===== src/sadc_params.svh =====
// offsets, field positions, reset values and timing counts of the
// converter control block; included by the package and the module.
`ifndef SADC_PARAMS_SVH
`define SADC_PARAMS_SVH

// register byte offsets on the apb bus
`define SADC_OFF_CTL0 12'h000
`define SADC_OFF_CTL1 12'h004
`define SADC_OFF_CTL2 12'h008
`define SADC_OFF_RESH 12'h00c
`define SADC_OFF_RESL 12'h010
`define SADC_OFF_IRQ 12'h014

// control register 0 fields
`define SADC_ON_BIT 0
`define SADC_GO_BIT 1
`define SADC_CH_LSB 2
`define SADC_CH_MSB 5
// control register 1 fields
`define SADC_PCFG_LSB 0
`define SADC_PCFG_MSB 3
`define SADC_POSREF_BIT 4
`define SADC_NEGREF_BIT 5
// control register 2 fields
`define SADC_CS_LSB 0
`define SADC_CS_MSB 2
`define SADC_ACQ_LSB 3
`define SADC_ACQ_MSB 5
`define SADC_FMT_BIT 7
// interrupt register fields
`define SADC_FLAG_BIT 0
`define SADC_IEN_BIT 1

// writable bits of each register; the rest read zero
`define SADC_MASK_CTL0 8'h3f
`define SADC_MASK_CTL1 8'h3f
`define SADC_MASK_CTL2 8'hbf
// reset values
`define SADC_RST_CTL 8'h00
`define SADC_PCFG_STRAP1 4'h0
`define SADC_PCFG_STRAP0 4'h7
`define SADC_LAST_CH 4'hc

// timing
`define SADC_CLK_NS 10
`define SADC_TCY_NS 40
`define SADC_TCY_CYC 6'((`SADC_TCY_NS + `SADC_CLK_NS - 1) / `SADC_CLK_NS)
`define SADC_CONV_TADS 5'd11
`define SADC_HOLD_TADS 5'd2
`define SADC_RES_BITS 10

`endif


===== src/sadc_pkg.sv =====
// types shared by the converter control block.
// assumes sadc_params.svh is on the include path.
`include "sadc_params.svh"

package sadc_pkg;

  // one-hot converter sequence states
  typedef enum logic [4:0] {
    SADC_IDLE = 5'b00001,
    SADC_DELAY = 5'b00010,
    SADC_ACQ = 5'b00100,
    SADC_CONV = 5'b01000,
    SADC_HOLD = 5'b10000
  } sadc_state_e;

  // everything the block drives toward the analog front end
  typedef struct packed {
    logic [3:0] channel;
    logic channel_valid;
    logic neg_ref_select;
    logic pos_ref_select;
    logic [12:0] analog_mask;
    logic sample;
    logic [9:0] dac_code;
  } sadc_analog_s;

  // clocked state of the control block apart from the result pair
  typedef struct packed {
    sadc_state_e st;
    logic [7:0] ctl0;
    logic [7:0] ctl1;
    logic [7:0] ctl2;
    logic flag;
    logic irq_en;
    logic strap_pend;
    logic pend;
    logic [5:0] divcnt;
    logic [4:0] tadcnt;
    logic [3:0] bitcnt;
    logic [9:0] sar;
    logic [31:0] prdata;
  } sadc_state_s;

endpackage


===== src/sadc_control.sv =====
// control logic of a 10-bit successive-approximation converter:
// apb register file, conversion clock, acquisition and conversion
// sequence, result pair and completion flag.
// assumes all inputs are synchronous to pclk; the comparator and
// dac live in the analog front end outside this module.
//
// Design decisions made here: the APB slave port and the register offsets.

`include "sadc_params.svh"

// How it works
// - channel field bits 5-2 drive the mux; codes 13-15 select nothing
// - go bit reads 1 while a conversion runs, 0 when idle
// - converter-on bit enables the converter; clearing it stops it
// - unimplemented control bits ignore writes and read zero
// - bit 5 of control one picks external or ground negative reference
// - bit 4 of control one picks external or supply positive reference
// - codes 0-2 all analog; each step from 3 turns one more digital
// - reset loads pin config 0000 or 0111 from the strap
// - format bit set gives right justification, clear gives left
// - acquisition field maps to 0,2,4,6,8,12,16,20 periods
// - clock field divides by 2..64, codes 011 and 111 use rc clock
// - with rc clock one instruction cycle passes before clock starts
// - reset restores registers, turns off and aborts conversion
// - completion loads result, clears go and sets done flag
// - reset leaves the result pair untouched
// - with rc clock selected conversion runs from the rc ticks only
// - nonzero acquisition time is inserted between go and conversion
// - result comes from successive approximation on the held sample
// - two periods pass after completion before the next acquisition
// - each conversion takes eleven bit-conversion periods
// - after completion sampling of the selected channel resumes
// - zero acquisition time starts conversion at once on go
module sadc_control
  import sadc_pkg::*;
(
  input wire logic pclk,
  input wire logic presetn,
  input wire logic psel,
  input wire logic penable,
  input wire logic pwrite,
  input wire logic [11:0] paddr,
  input wire logic [31:0] pwdata,
  output logic [31:0] prdata,
  output logic pready,
  output logic pslverr,
  input wire logic portb_analog_default,
  input wire logic rc_tick,
  input wire logic comparator_high,
  output sadc_analog_s analog_ctl,
  output logic conversion_irq
);

  // ----------------------------------------------------------------
  // helper functions
  // ----------------------------------------------------------------

  // acquisition time in bit-conversion periods
  function automatic logic [4:0] acq_tads(input logic [2:0] code);
    logic [4:0] t;
    t = 5'd0;
    unique case (code)
      3'h0: t = 5'd0;
      3'h1: t = 5'd2;
      3'h2: t = 5'd4;
      3'h3: t = 5'd6;
      3'h4: t = 5'd8;
      3'h5: t = 5'd12;
      3'h6: t = 5'd16;
      3'h7: t = 5'd20;
    endcase
    return t;
  endfunction

  // oscillator divider minus one; rc codes return zero
  function automatic logic [5:0] div_last(input logic [2:0] code);
    logic [5:0] d;
    d = 6'h00;
    unique case (code)
      3'h0: d = 6'd1;
      3'h4: d = 6'd3;
      3'h1: d = 6'd7;
      3'h5: d = 6'd15;
      3'h2: d = 6'd31;
      3'h6: d = 6'd63;
      3'h3, 3'h7: d = 6'd0;
    endcase
    return d;
  endfunction

  // analog inputs left for a pin configuration code
  function automatic logic [12:0] analog_pins(input logic [3:0] code);
    logic [3:0] n;
    n = (code < 4'h3) ? 4'h0 : 4'(code - 4'h2);
    return 13'h1fff >> n;
  endfunction

  // apb offset match
  function automatic logic hit(input logic [11:0] a,
                               input logic [11:0] off);
    return a == off;
  endfunction

  // ----------------------------------------------------------------
  // state and decode
  // ----------------------------------------------------------------

  sadc_state_s cur_r;
  sadc_state_s cur_nxt;
  logic [7:0] result_high_r;
  logic [7:0] result_low_r;
  logic res_load;
  logic [15:0] res_word;

  logic wr_en;
  logic rd_setup;
  logic mapped;
  logic rc_sel;
  logic conv_on;
  logic tad_tick;
  logic [9:0] sar_final;
  logic [2:0] cs_code;

  // address decode shared by write and read paths
  assign mapped = hit(paddr, `SADC_OFF_CTL0) ||
                  hit(paddr, `SADC_OFF_CTL1) ||
                  hit(paddr, `SADC_OFF_CTL2) ||
                  hit(paddr, `SADC_OFF_RESH) ||
                  hit(paddr, `SADC_OFF_RESL) ||
                  hit(paddr, `SADC_OFF_IRQ);
  assign wr_en = psel && penable && pwrite && mapped;
  assign rd_setup = psel && !penable && !pwrite;

  // zero wait state slave; error only on unmapped offsets
  assign pready = 1'b1;
  assign pslverr = psel && penable && !mapped;
  assign prdata = cur_r.prdata;

  // conversion clock: rc ticks or divided pclk
  assign cs_code = cur_r.ctl2[`SADC_CS_MSB:`SADC_CS_LSB];
  assign rc_sel = cs_code[1] && cs_code[0];
  assign conv_on = cur_r.ctl0[`SADC_ON_BIT];
  assign tad_tick = rc_sel ? rc_tick :
                    (cur_r.divcnt == div_last(cs_code));

  // last comparison folded into the finished code
  assign sar_final = comparator_high ? cur_r.sar :
                     (cur_r.sar & ~(10'h001 << cur_r.bitcnt));

  // justified result image; hi byte first
  assign res_word = cur_r.ctl2[`SADC_FMT_BIT] ?
                    {6'h00, sar_final} :
                    {sar_final, 6'h00};

  // ----------------------------------------------------------------
  // next state
  // ----------------------------------------------------------------

  always_comb begin
    logic go_wr;
    logic [7:0] wd;
    go_wr = 1'b0;
    wd = pwdata[7:0];
    cur_nxt = cur_r;
    res_load = 1'b0;

    // strap caught on the first edge after reset release
    if (cur_r.strap_pend) begin
      cur_nxt.strap_pend = 1'b0;
      cur_nxt.ctl1[`SADC_PCFG_MSB:`SADC_PCFG_LSB] =
        portb_analog_default ? `SADC_PCFG_STRAP1 :
                               `SADC_PCFG_STRAP0;
    end

    // register writes; unimplemented bits masked off
    if (wr_en) begin
      if (hit(paddr, `SADC_OFF_CTL0)) begin
        cur_nxt.ctl0 = (wd & `SADC_MASK_CTL0) & ~8'h02;
        cur_nxt.ctl0[`SADC_GO_BIT] = cur_r.ctl0[`SADC_GO_BIT];
        go_wr = 1'b1;
      end
      if (hit(paddr, `SADC_OFF_CTL1)) begin
        cur_nxt.ctl1 = wd & `SADC_MASK_CTL1;
        cur_nxt.strap_pend = 1'b0;
      end
      if (hit(paddr, `SADC_OFF_CTL2)) begin
        cur_nxt.ctl2 = wd & `SADC_MASK_CTL2;
      end
      if (hit(paddr, `SADC_OFF_IRQ)) begin
        cur_nxt.irq_en = wd[`SADC_IEN_BIT];
        if (!wd[`SADC_FLAG_BIT]) begin
          cur_nxt.flag = 1'b0; // cleared by writing zero
        end
      end
    end

    // divider runs only while a sequence is active
    if (cur_r.st == SADC_IDLE || tad_tick) begin
      cur_nxt.divcnt = 6'h00;
    end else begin
      cur_nxt.divcnt = 6'(cur_r.divcnt + 6'h01);
    end

    // sequence
    unique case (cur_r.st)
      SADC_IDLE: begin
        if (go_wr && wd[`SADC_GO_BIT] && wd[`SADC_ON_BIT]) begin
          cur_nxt.ctl0[`SADC_GO_BIT] = 1'b1;
          cur_nxt.divcnt = 6'h00;
          cur_nxt.tadcnt = 5'd0;
          cur_nxt.bitcnt = 4'd9;
          if (rc_sel) begin
            cur_nxt.st = SADC_DELAY;
          end else begin
            // zero or not, the acquisition length is judged in ACQ
            cur_nxt.st = SADC_ACQ;
          end
        end
      end
      SADC_DELAY: begin
        // one instruction cycle counted on pclk before rc clock use
        cur_nxt.divcnt = 6'(cur_r.divcnt + 6'h01);
        if (cur_r.divcnt == 6'(`SADC_TCY_CYC - 6'h01)) begin
          cur_nxt.divcnt = 6'h00;
          cur_nxt.st = SADC_ACQ;
        end
      end
      SADC_ACQ: begin
        // zero programmed time falls straight through
        if (acq_tads(cur_r.ctl2[`SADC_ACQ_MSB:`SADC_ACQ_LSB]) ==
            cur_r.tadcnt) begin
          cur_nxt.st = SADC_CONV;
          cur_nxt.tadcnt = 5'd0;
          cur_nxt.divcnt = 6'h00;
          cur_nxt.sar = 10'h200;
        end else if (tad_tick) begin
          cur_nxt.tadcnt = 5'(cur_r.tadcnt + 5'd1);
        end
      end
      SADC_CONV: begin
        // period 0 holds the sample, periods 1-10 resolve one bit each
        if (tad_tick) begin
          cur_nxt.tadcnt = 5'(cur_r.tadcnt + 5'd1);
          if (cur_r.tadcnt != 5'd0) begin
            cur_nxt.sar = sar_final;
            if (cur_r.bitcnt != 4'd0) begin
              cur_nxt.sar[cur_r.bitcnt - 4'd1] = 1'b1;
              cur_nxt.bitcnt = 4'(cur_r.bitcnt - 4'd1);
            end
          end
          if (cur_r.tadcnt == `SADC_CONV_TADS - 5'd1) begin
            res_load = 1'b1;
            cur_nxt.ctl0[`SADC_GO_BIT] = 1'b0;
            cur_nxt.flag = 1'b1; // set beats a clear
            cur_nxt.tadcnt = 5'd0;
            cur_nxt.st = SADC_HOLD;
          end
        end
      end
      SADC_HOLD: begin
        // go written here waits until the gap has passed
        if (go_wr && wd[`SADC_GO_BIT] && wd[`SADC_ON_BIT]) begin
          cur_nxt.pend = 1'b1;
          cur_nxt.ctl0[`SADC_GO_BIT] = 1'b1;
        end
        if (tad_tick) begin
          cur_nxt.tadcnt = 5'(cur_r.tadcnt + 5'd1);
        end
        if (tad_tick && cur_r.tadcnt == `SADC_HOLD_TADS - 5'd1) begin
          // queued start is read before it is dropped, so a go written
          // on this very edge is not lost with go left stuck at one
          cur_nxt.st = cur_nxt.pend ?
                       (rc_sel ? SADC_DELAY : SADC_ACQ) : SADC_IDLE;
          cur_nxt.tadcnt = 5'd0;
          cur_nxt.pend = 1'b0;
          cur_nxt.bitcnt = 4'd9;
        end
      end
      default: begin
        cur_nxt.st = SADC_IDLE;
      end
    endcase

    // turning off abandons any sequence; clearing go abandons it outside HOLD only
    if (!cur_nxt.ctl0[`SADC_ON_BIT] ||
        (go_wr && !wd[`SADC_GO_BIT] && cur_r.st != SADC_HOLD)) begin
      cur_nxt.st = SADC_IDLE;
      cur_nxt.ctl0[`SADC_GO_BIT] = 1'b0;
      cur_nxt.pend = 1'b0;
      cur_nxt.tadcnt = 5'd0;
      res_load = 1'b0;
      if (cur_r.st == SADC_CONV && tad_tick &&
          cur_r.tadcnt == `SADC_CONV_TADS - 5'd1) begin
        cur_nxt.flag = cur_r.flag; // aborted, no completion
      end
    end

    // read data latched in the setup phase
    if (rd_setup) begin
      cur_nxt.prdata = 32'h0000_0000;
      if (hit(paddr, `SADC_OFF_CTL0)) begin
        cur_nxt.prdata[7:0] = cur_r.ctl0;
      end
      if (hit(paddr, `SADC_OFF_CTL1)) begin
        cur_nxt.prdata[7:0] = cur_r.ctl1;
      end
      if (hit(paddr, `SADC_OFF_CTL2)) begin
        cur_nxt.prdata[7:0] = cur_r.ctl2;
      end
      if (hit(paddr, `SADC_OFF_RESH)) begin
        cur_nxt.prdata[7:0] = result_high_r;
      end
      if (hit(paddr, `SADC_OFF_RESL)) begin
        cur_nxt.prdata[7:0] = result_low_r;
      end
      if (hit(paddr, `SADC_OFF_IRQ)) begin
        cur_nxt.prdata[`SADC_FLAG_BIT] = cur_r.flag;
        cur_nxt.prdata[`SADC_IEN_BIT] = cur_r.irq_en;
      end
    end
  end

  // ----------------------------------------------------------------
  // registers
  // ----------------------------------------------------------------

  // all control state returns to constants on reset
  always_ff @(posedge pclk or negedge presetn) begin
    if (!presetn) begin
      cur_r.st <= SADC_IDLE;
      cur_r.ctl0 <= `SADC_RST_CTL;
      cur_r.ctl1 <= `SADC_RST_CTL;
      cur_r.ctl2 <= `SADC_RST_CTL;
      cur_r.flag <= 1'b0;
      cur_r.irq_en <= 1'b0;
      cur_r.strap_pend <= 1'b1;
      cur_r.pend <= 1'b0;
      cur_r.divcnt <= 6'h00;
      cur_r.tadcnt <= 5'd0;
      cur_r.bitcnt <= 4'd9;
      cur_r.sar <= 10'h000;
      cur_r.prdata <= 32'h0000_0000;
    end else begin
      cur_r <= cur_nxt;
    end
  end

  // result pair has no reset so it survives a reset as it was
  always_ff @(posedge pclk) begin
    if (res_load) begin
      result_high_r <= res_word[15:8];
      result_low_r <= res_word[7:0];
    end
  end

  // ----------------------------------------------------------------
  // analog front end and interrupt
  // ----------------------------------------------------------------

  // mux, references and pin modes follow the registers directly
  always_comb begin
    analog_ctl.channel = cur_r.ctl0[`SADC_CH_MSB:`SADC_CH_LSB];
    analog_ctl.channel_valid = conv_on &&
      cur_r.ctl0[`SADC_CH_MSB:`SADC_CH_LSB] <= `SADC_LAST_CH;
    analog_ctl.neg_ref_select = cur_r.ctl1[`SADC_NEGREF_BIT];
    analog_ctl.pos_ref_select = cur_r.ctl1[`SADC_POSREF_BIT];
    analog_ctl.analog_mask =
      analog_pins(cur_r.ctl1[`SADC_PCFG_MSB:`SADC_PCFG_LSB]);
    analog_ctl.sample = conv_on && cur_r.st != SADC_CONV;
    analog_ctl.dac_code = cur_r.sar;
  end

  // level request while flag and enable are both set
  assign conversion_irq = cur_r.flag && cur_r.irq_en;

endmodule


===== config.mk =====
export PLATFORM = sky130hd
export DESIGN_NAME = sadc_control
export DESIGN_NICKNAME = d
export VERILOG_FILES = /design/src/sadc_pkg.sv /design/src/sadc_control.sv
export VERILOG_INCLUDE_DIRS = /design/src
export SDC_FILE = /design/constraint.sdc
export NUM_CORES = 1
export LEC_CHECK = 0
export BUFFER_PORTS_ARGS = -buffer_cell sky130_fd_sc_hd__buf_4
export CORE_MARGIN = 2
export CORE_UTILIZATION = 58
export DETAILED_ROUTE_END_ITERATION = 16
export PLACE_DENSITY = 0.9
export SLEW_MARGIN = 40
export SYNTH_ARGS = -nofsm -noshare
export SYNTH_HDL_FRONTEND = slang
export SYNTH_SLANG_ARGS = --single-unit

===== constraint.sdc =====
create_clock -name pclk -period 9.05 [get_ports pclk]
set_clock_uncertainty 0.05 [all_clocks]
set_input_delay 0.4525 -clock pclk [delete_from_list [all_inputs] [get_ports pclk]]
set_output_delay 0.4525 -clock pclk [all_outputs]
set_load 0.03 [all_outputs]

==> results of run 1 <==
==> metal layers <==
metal  global-route usage [%]  vias to the layer above  share of wire [%]
li1                         -                     1848                  -
met1                     33.3                     1955                 41
met2                     41.9                      212                 49
met3                     5.03                       16                8.3
met4                     7.00                        0                1.5
met5                        0                        -                  0
==> Yosys cell counts, types with 9 or more instances <==
| cell | n |
|---|---|
| mux2_2 | 13 |
| nor2_1 | 55 |
| nor3_1 | 9 |
| o21ai_0 | 39 |
| buf_4 | 51 |
| nand2b_1 | 9 |
| a21oi_1 | 22 |
| nand3_1 | 19 |
| nand2_1 | 38 |
| a22o_1 | 13 |
| dfrtp_1 | 57 |
| edfxtp_1 | 16 |
| inv_1 | 20 |
==> logic make-up after synthesis <==
group | share of synthesized area (%)
AO/OA/AOI/OAI | 18.7
XOR/XNOR | 1.46
adder cells (fa/ha/maj) | 2.09
buffers and inverters | 10.9
flip-flops | 42.0
multiplexers | 5.95
other | 0.157
AND/OR/NAND/NOR | 18.7
==> stage by stage <==
stage	area [um^2]	utilization [%]
2_1_floorplan	4880	-
3_3_place_gp	5090	62.9
3_5_place_dp	5090	62.9
4_1_cts	5280	65.2
5_1_grt	5280	65.2
6_report	5280	65.2
==> layout make-up <==
cell class | instances | area [um^2]
clock buffer | 9 | 124
clock inverter | 7 | 63.8
fill | 653 | 2810
inverter | 20 | 75.1
multi-input combinational | 371 | 2350
sequential | 77 | 2010
tap | 105 | 131
timing repair buffer | 69 | 522
==> cells in the final DEF (no fill, tap or decap), types with 5 or more instances in the layout <==
master and count:
a21oi_1 22, a22o_1 13, a22oi_1 7, and3_1 5
buf_4 68, clkbuf_8 9, conb_1 26, dfrtp_1 57
edfxtp_1 16, ha_1 8, inv_1 20, mux2_2 13
mux2i_1 6, nand2_1 38, nand2b_1 9, nand3_1 19
nand3b_1 5, nand4_1 6, nor2_1 55, nor3_1 9
o211ai_1 5, o21ai_0 39, o21ai_1 6, o22ai_1 5
o31ai_1 5, xnor2_1 5
==> sequential cells by signal, summed over array words and instances, names as in the netlist <==
register       flops
analog_ctl        16
conv_on            1
cs_code            3
result_high_r      8
result_low_r       8
prdata             8
cur_r             33
==> path summary, 6_finish.rpt <==
kind	endpoint	cells after the start	slack (ns)
worst max-delay path	analog_ctl[8]	9	6.20
worst min-delay path	analog_ctl[0]	1	0.03
worst max register to register	analog_ctl[8]	9	6.20
worst min register to register	cur_r[51]	1	0.47
max in group asynchronous	cur_r[58]	1	8.53
min in group pclk	cur_r[68]	3	0.27
==> power by group through the flow <==
| stage | clock network, mW | registers (mW) | logic [mW] |
|---|---|---|---|
| CTS | 0.253 | 0.364 | 0.104 |
| finish | 0.247 | 0.364 | 0.104 |
| floorplan | 0 | 0.370 | 0.0786 |
| global placement | 0 | 0.371 | 0.102 |
| detailed placement | 0 | 0.371 | 0.104 |
| global route | 0.268 | 0.365 | 0.113 |
==> metrics.txt, run 1 <==
outcome=finished, final reports clean; GRT Total Usage=25.1%; # nets final=608; initial antenna violation count=0; Critical path buffers and inverters=1; first-pass GRT wire length=17700 um; layout cells sized above 1=22.8%; top cell family by delay on the critical path=simple AND/OR/NAND/NOR gates; CP startpoint=cs_code[0]; die height=94.9 um; H-tree depth=3; Total Power=0.716 mW; Worst Max-Slew Pin Slew=0.840 ns; dpl cells=642; sw frac=30.5%; hold slack=0.0266 ns; Post-synth EDFFs=16; Switch Pwr=0.218 mW; DRT Wirelength=11000 um; io pins=118; max-slew violations=0; startpoint types=flip-flop; GRT Residual Overflow=0; final worst slack=6.20 ns; Synth Area per Inst=9.43 um^2; peak supply drop=0.0795 mV; Critical Path AT=3.04 ns; static leakage=2.33 nW; die width=94.9 um; num rows=33; largest net degree at the start of global routing=62; RSZ-0062 raised after global routing=no; Final GP Congestion=0.976; kind of critical path=flip-flop to flip-flop; initial core utilization=59.2%; Power Internal=0.498 mW; Setup WS pre-CTS=6.25 ns; Clock Power Share=34.5%; vias post-DR=4031; flop and latch count out of synthesis=77; crit end category=flip-flop; CTS Sinks=77; top cell type's share of synthesized area=29.8%; Syn Inst Count=508; Detailed Routing Iterations Pass 1=7; Area growth syn-to-layout=10.2%; period utilisation layout=31.5%; fmax=351 MHz; DR iter-0 viols=250; delay of the slowest cell on the worst path=0.51 ns; Area contributors post-synth=dfrtp_1 30%, edfxtp_1 10%, buf_4 8.0%; Hold Crit Class=input pin to async pin; Slew HR=43.5%; drt via density=6.13; DRC violations left=0; CTS buffer count=9; setup TNS=0 ns; Hold Vio Cnt, Final=0; core area=8090 um^2; non-filler cells, final=658; port bufs=67; cts hold-fix bufs=0; Worst Path Max Fanout=12; Ys Warns=0; combinational power share=14.6%; die area=9000 um^2; pwr dens=136 nW/um^2; final antenna-violating net count=0; CTS max path bufs=2; asr flop ratio synth=79.2%; synth unique cells=72; dominant cell type by area after synthesis=dfrtp_1; crit path max-delay cell type=and3_1; post-detail-place hpwl=8090 um; register area share after synthesis=42.0%; sequential power share=50.9%; Critical R2R Launch=cs_code[0]; crit path cell chain=inv_1 -> ha_1 -> nor4b_2 -> a32o_2 -> a31oi_2 -> o31ai_4 -> and3_1 -> nor2_2 -> a22o_1; Post-CTS Setup Inserts=0; CTS resizes=0; vias in the first global route=3626; Worst-path clk slew=0.09 ns; ANT cells=0; endpoints failing setup=0; DR WL/cell=16.7 um; CTS tree=done; Post-Syn Area=4790 um^2; max_cap viols=0; WP data required=9.24 ns; Clock Tree Root=clkbuf_8; Synth Flop Type=dfrtp_1; Final Critical Period=2.85 ns; clock insertion delay at the later pin of the skew report=0.34 ns
Note: power is estimated with default switching activity, not from simulation.
==> run 2: changes to the inputs <==
--- a/config.mk
+++ b/config.mk
@@ -6,11 +6,12 @@
 export SDC_FILE = /design/constraint.sdc
 export NUM_CORES = 1
 export LEC_CHECK = 0
+export ABC_AREA = 1
 export BUFFER_PORTS_ARGS = -buffer_cell sky130_fd_sc_hd__buf_4
 export CORE_MARGIN = 2
-export CORE_UTILIZATION = 58
+export CORE_UTILIZATION = 50
 export DETAILED_ROUTE_END_ITERATION = 16
-export PLACE_DENSITY = 0.9
+export PLACE_DENSITY = 0.82
 export SLEW_MARGIN = 40
 export SYNTH_ARGS = -nofsm -noshare
 export SYNTH_HDL_FRONTEND = slang
==> constraint.sdc (replaced) <==
create_clock -name pclk -period 2.52 [get_ports pclk]
set_clock_uncertainty 0.05 [all_clocks]
set_input_delay 0.126 -clock pclk [delete_from_list [all_inputs] [get_ports pclk]]
set_output_delay 0.126 -clock pclk [all_outputs]
set_load 0.03 [all_outputs]
==> run 2 against run 1 <==
Non-clock buffer count grew 9. Critical path depth increased by 4. Flip-flop and latch count unchanged. Synthesized cell count up 30%. Highest routed layer unchanged. Final area increased by 12%. Critical path type unchanged. First-iteration DRC count increased by 36%.
==> metrics.txt, run 2 <==
outcome=finished, final reports clean; max_cap viols=0 (unchanged); Ys Warns=0 (unchanged); post-detail-place hpwl=9190 um (+14%); core area=10200 um^2 (+26%); Clock Tree Root=clkbuf_8; Critical Path AT=2.51 ns (-0.53 ns); Final GP Congestion=0.943 (-3.4%); port bufs=67 (unchanged); CTS max path bufs=2 (unchanged); Worst Path Max Fanout=13 (+1); crit end category=flip-flop; CTS tree=done; endpoints failing setup=0 (unchanged); CTS Sinks=77 (unchanged); commonest cells after routing, fill and taps aside=127 x nand2_1, 91 x inv_1, 69 x buf_4; register area share after synthesis=38.5% (-3.5 points); dominant cell type by area after synthesis=dfrtp_1; drt via density=5.27 (-14%); ANT cells=0 (unchanged); WP data required=2.76 ns (-6.48 ns); Worst Max-Slew Pin Slew=0.677 ns (-0.163 ns); Syn Inst Count=660 (+30%); kind of critical path=flip-flop to flip-flop; GRT Total Usage=21.8% (-3.3 points); Post-synth EDFFs=16 (unchanged); asr flop ratio synth=79.2% (unchanged); initial antenna violation count=0 (unchanged); Synth Area per Inst=7.91 um^2 (-16%); Fillers=885 (+36%); H-tree depth=3 (unchanged); Post-CTS Setup Inserts=0 (unchanged); peak supply drop=0.360 mV (+350%); met3 wire len=937 um (+2.4%); CTS resizes=0 (unchanged); Slew HR=54.6% (+11 points); Detailed Routing Iterations Pass 1=5 (-2); first-pass GRT wire length=19700 um (+11%); RSZ-0062 raised after global routing=no; Largest Register=cur_r; metal2 WL=5870 um (+9.0%); vias in the first global route=4295 (+18%); die area=11300 um^2 (+25%); Area contributors post-synth=dfrtp_1 27%, edfxtp_1 9.2%, nand2_1 9.1%; most frequent cells after synthesis=127 x nand2_1, 91 x inv_1, 63 x nor2_1; DRC violations left=0 (unchanged); pwr dens=450 nW/um^2 (+230%); CTS buffer count=9 (unchanged); static leakage=2.87 nW (+23%); num rows=37 (+12%); period utilisation layout=90.2% (+59 points); final antenna-violating net count=0 (unchanged); Area growth syn-to-layout=12.8%; Worst-path clk slew=0.08 ns (about the same); DR WL/cell=14.2 um (-15%); synth unique cells=59 (-18%); max-slew violations=0 (unchanged); # nets final=776 (+28%); DRT Wirelength=12100 um (+10%); most common cell after layout, fill and taps aside=nand2_1; layout cells sized above 1=21.2% (-1.6 points); Util after Layout=57.6% (-7.6 points); Hold Crit Class=input pin to flip-flop; clock insertion delay at the later pin of the skew report=0.36 ns (+0.02 ns); setup TNS=0 ns (unchanged); cts hold-fix bufs=7 (+7); flop and latch count out of synthesis=77 (unchanged); max reg flops=33 (unchanged); Top Metal Used=met4; die height=106 um (+12%); cell with the most instances after synthesis=nand2_1; largest net degree at the start of global routing=62 (unchanged); Post-Syn Area=5220 um^2 (+9.0%); Synth Flop Type=dfrtp_1; vias post-DR=4516 (+12%); fmax=440 MHz (+25%); Final Critical Period=2.27 ns (-0.579 ns); initial core utilization=51.1% (-8.1 points); GRT Residual Overflow=0 (unchanged); startpoint types=flip-flop; WL met1=5060 um (+11%); io pins=118 (unchanged); Hold Vio Cnt, Final=0 (unchanged); top cell type's share of synthesized area=27.3% (-2.5 points); die width=106 um (+12%); DR iter-0 viols=340 (+36%)
[run 2: cell types whose count changed in the layout (fill, tap and decap cells not counted), moves of 10 or more]
cell	change
nand3_1	+11
a22o_1	-13
nand2_1	+89
nand2_4	+10
inv_1	+71
mux2_2	-12
[run 2: worst max-delay path, stage by stage (launching register included)]
cell and delay [ns]:
dfrtp_1 0.41, inv_1 0.06, ha_1 0.31, nand2_1 0.08, nand3_1 0.09, nand2_1 0.05
o21ai_0 0.06, nand3b_1 0.11, nand2_2 0.12, buf_4 0.21, o21ai_1 0.11, o21ai_4 0.35
nand3_2 0.09, o21ai_1 0.10
[run 2: through the flow]
stage	total power [mW]	worst slack [ns]	hold slack, ns	std cells	instance area (um^2)
after global routing	2.74	0.0707	0.0590	857	5890
after global placement	1.67	0.339	0.205	834	5610
after CTS	2.66	0.261	0.0328	857	5890
after floorplan	1.57	0.158	-0.220	684	5320
final	2.65	0.247	0.0327	857	5890
after detailed placement	1.67	0.277	0.221	834	5610
[run 2: report_power, final]
group	internal, mW	switching [mW]
Combinational	0.116	0.254
Sequential	1.28	0.00839
Clock	0.473	0.522
Total	1.87	0.785
[run 2: layout make-up]
class | instances | area (um^2) | area share (%)
clock buffers | 9 | 124 | 2.10
well taps | 136 | 170 | 2.89
inverters | 102 | 392 | 6.64
repair buffers | 78 | 619 | 10.5
flip-flops and latches | 77 | 2010 | 34.1
multi-input cells | 448 | 2490 | 42.3
clock inverters | 7 | 82.6 | 1.40
[run 2: layer usage]
| layer | up-vias | track usage [%] |
|---|---|---|
| met5 | - | 0 |
| met4 | 0 | 8.18 |
| met3 | 24 | 4.78 |
| met2 | 210 | 36.9 |
| met1 | 2100 | 27.2 |
| li1 | 2182 | - |
[run 2: cell families after synthesis]
| group | after synthesis | synth area share [%] |
|---|---|---|
| AO/OA/AOI/OAI | 114 | 13.4 |
| XOR/XNOR | 11 | 1.84 |
| adder cells (fa/ha/maj) | 8 | 1.92 |
| buffers and inverters | 159 | 15.5 |
| flip-flops | 77 | 38.5 |
| multiplexers | 1 | 0.216 |
| other | 2 | 0.144 |
| AND/OR/NAND/NOR | 288 | 28.5 |
[run 2: worst paths after layout]
check | start | cells after the start | slack (ns) | to
max | cs_code[0] | 13 | 0.25 | cur_r[46]
min | pwdata[3] | 3 | 0.03 | cur_r[64]
max reg2reg | cs_code[0] | 13 | 0.25 | cur_r[46]
min reg2reg | cur_r[42] | 2 | 0.45 | cur_r[42]
max in group asynchronous | presetn | 2 | 1.77 | analog_ctl[24]
min in group asynchronous | presetn | 2 | 0.26 | cur_r[87]
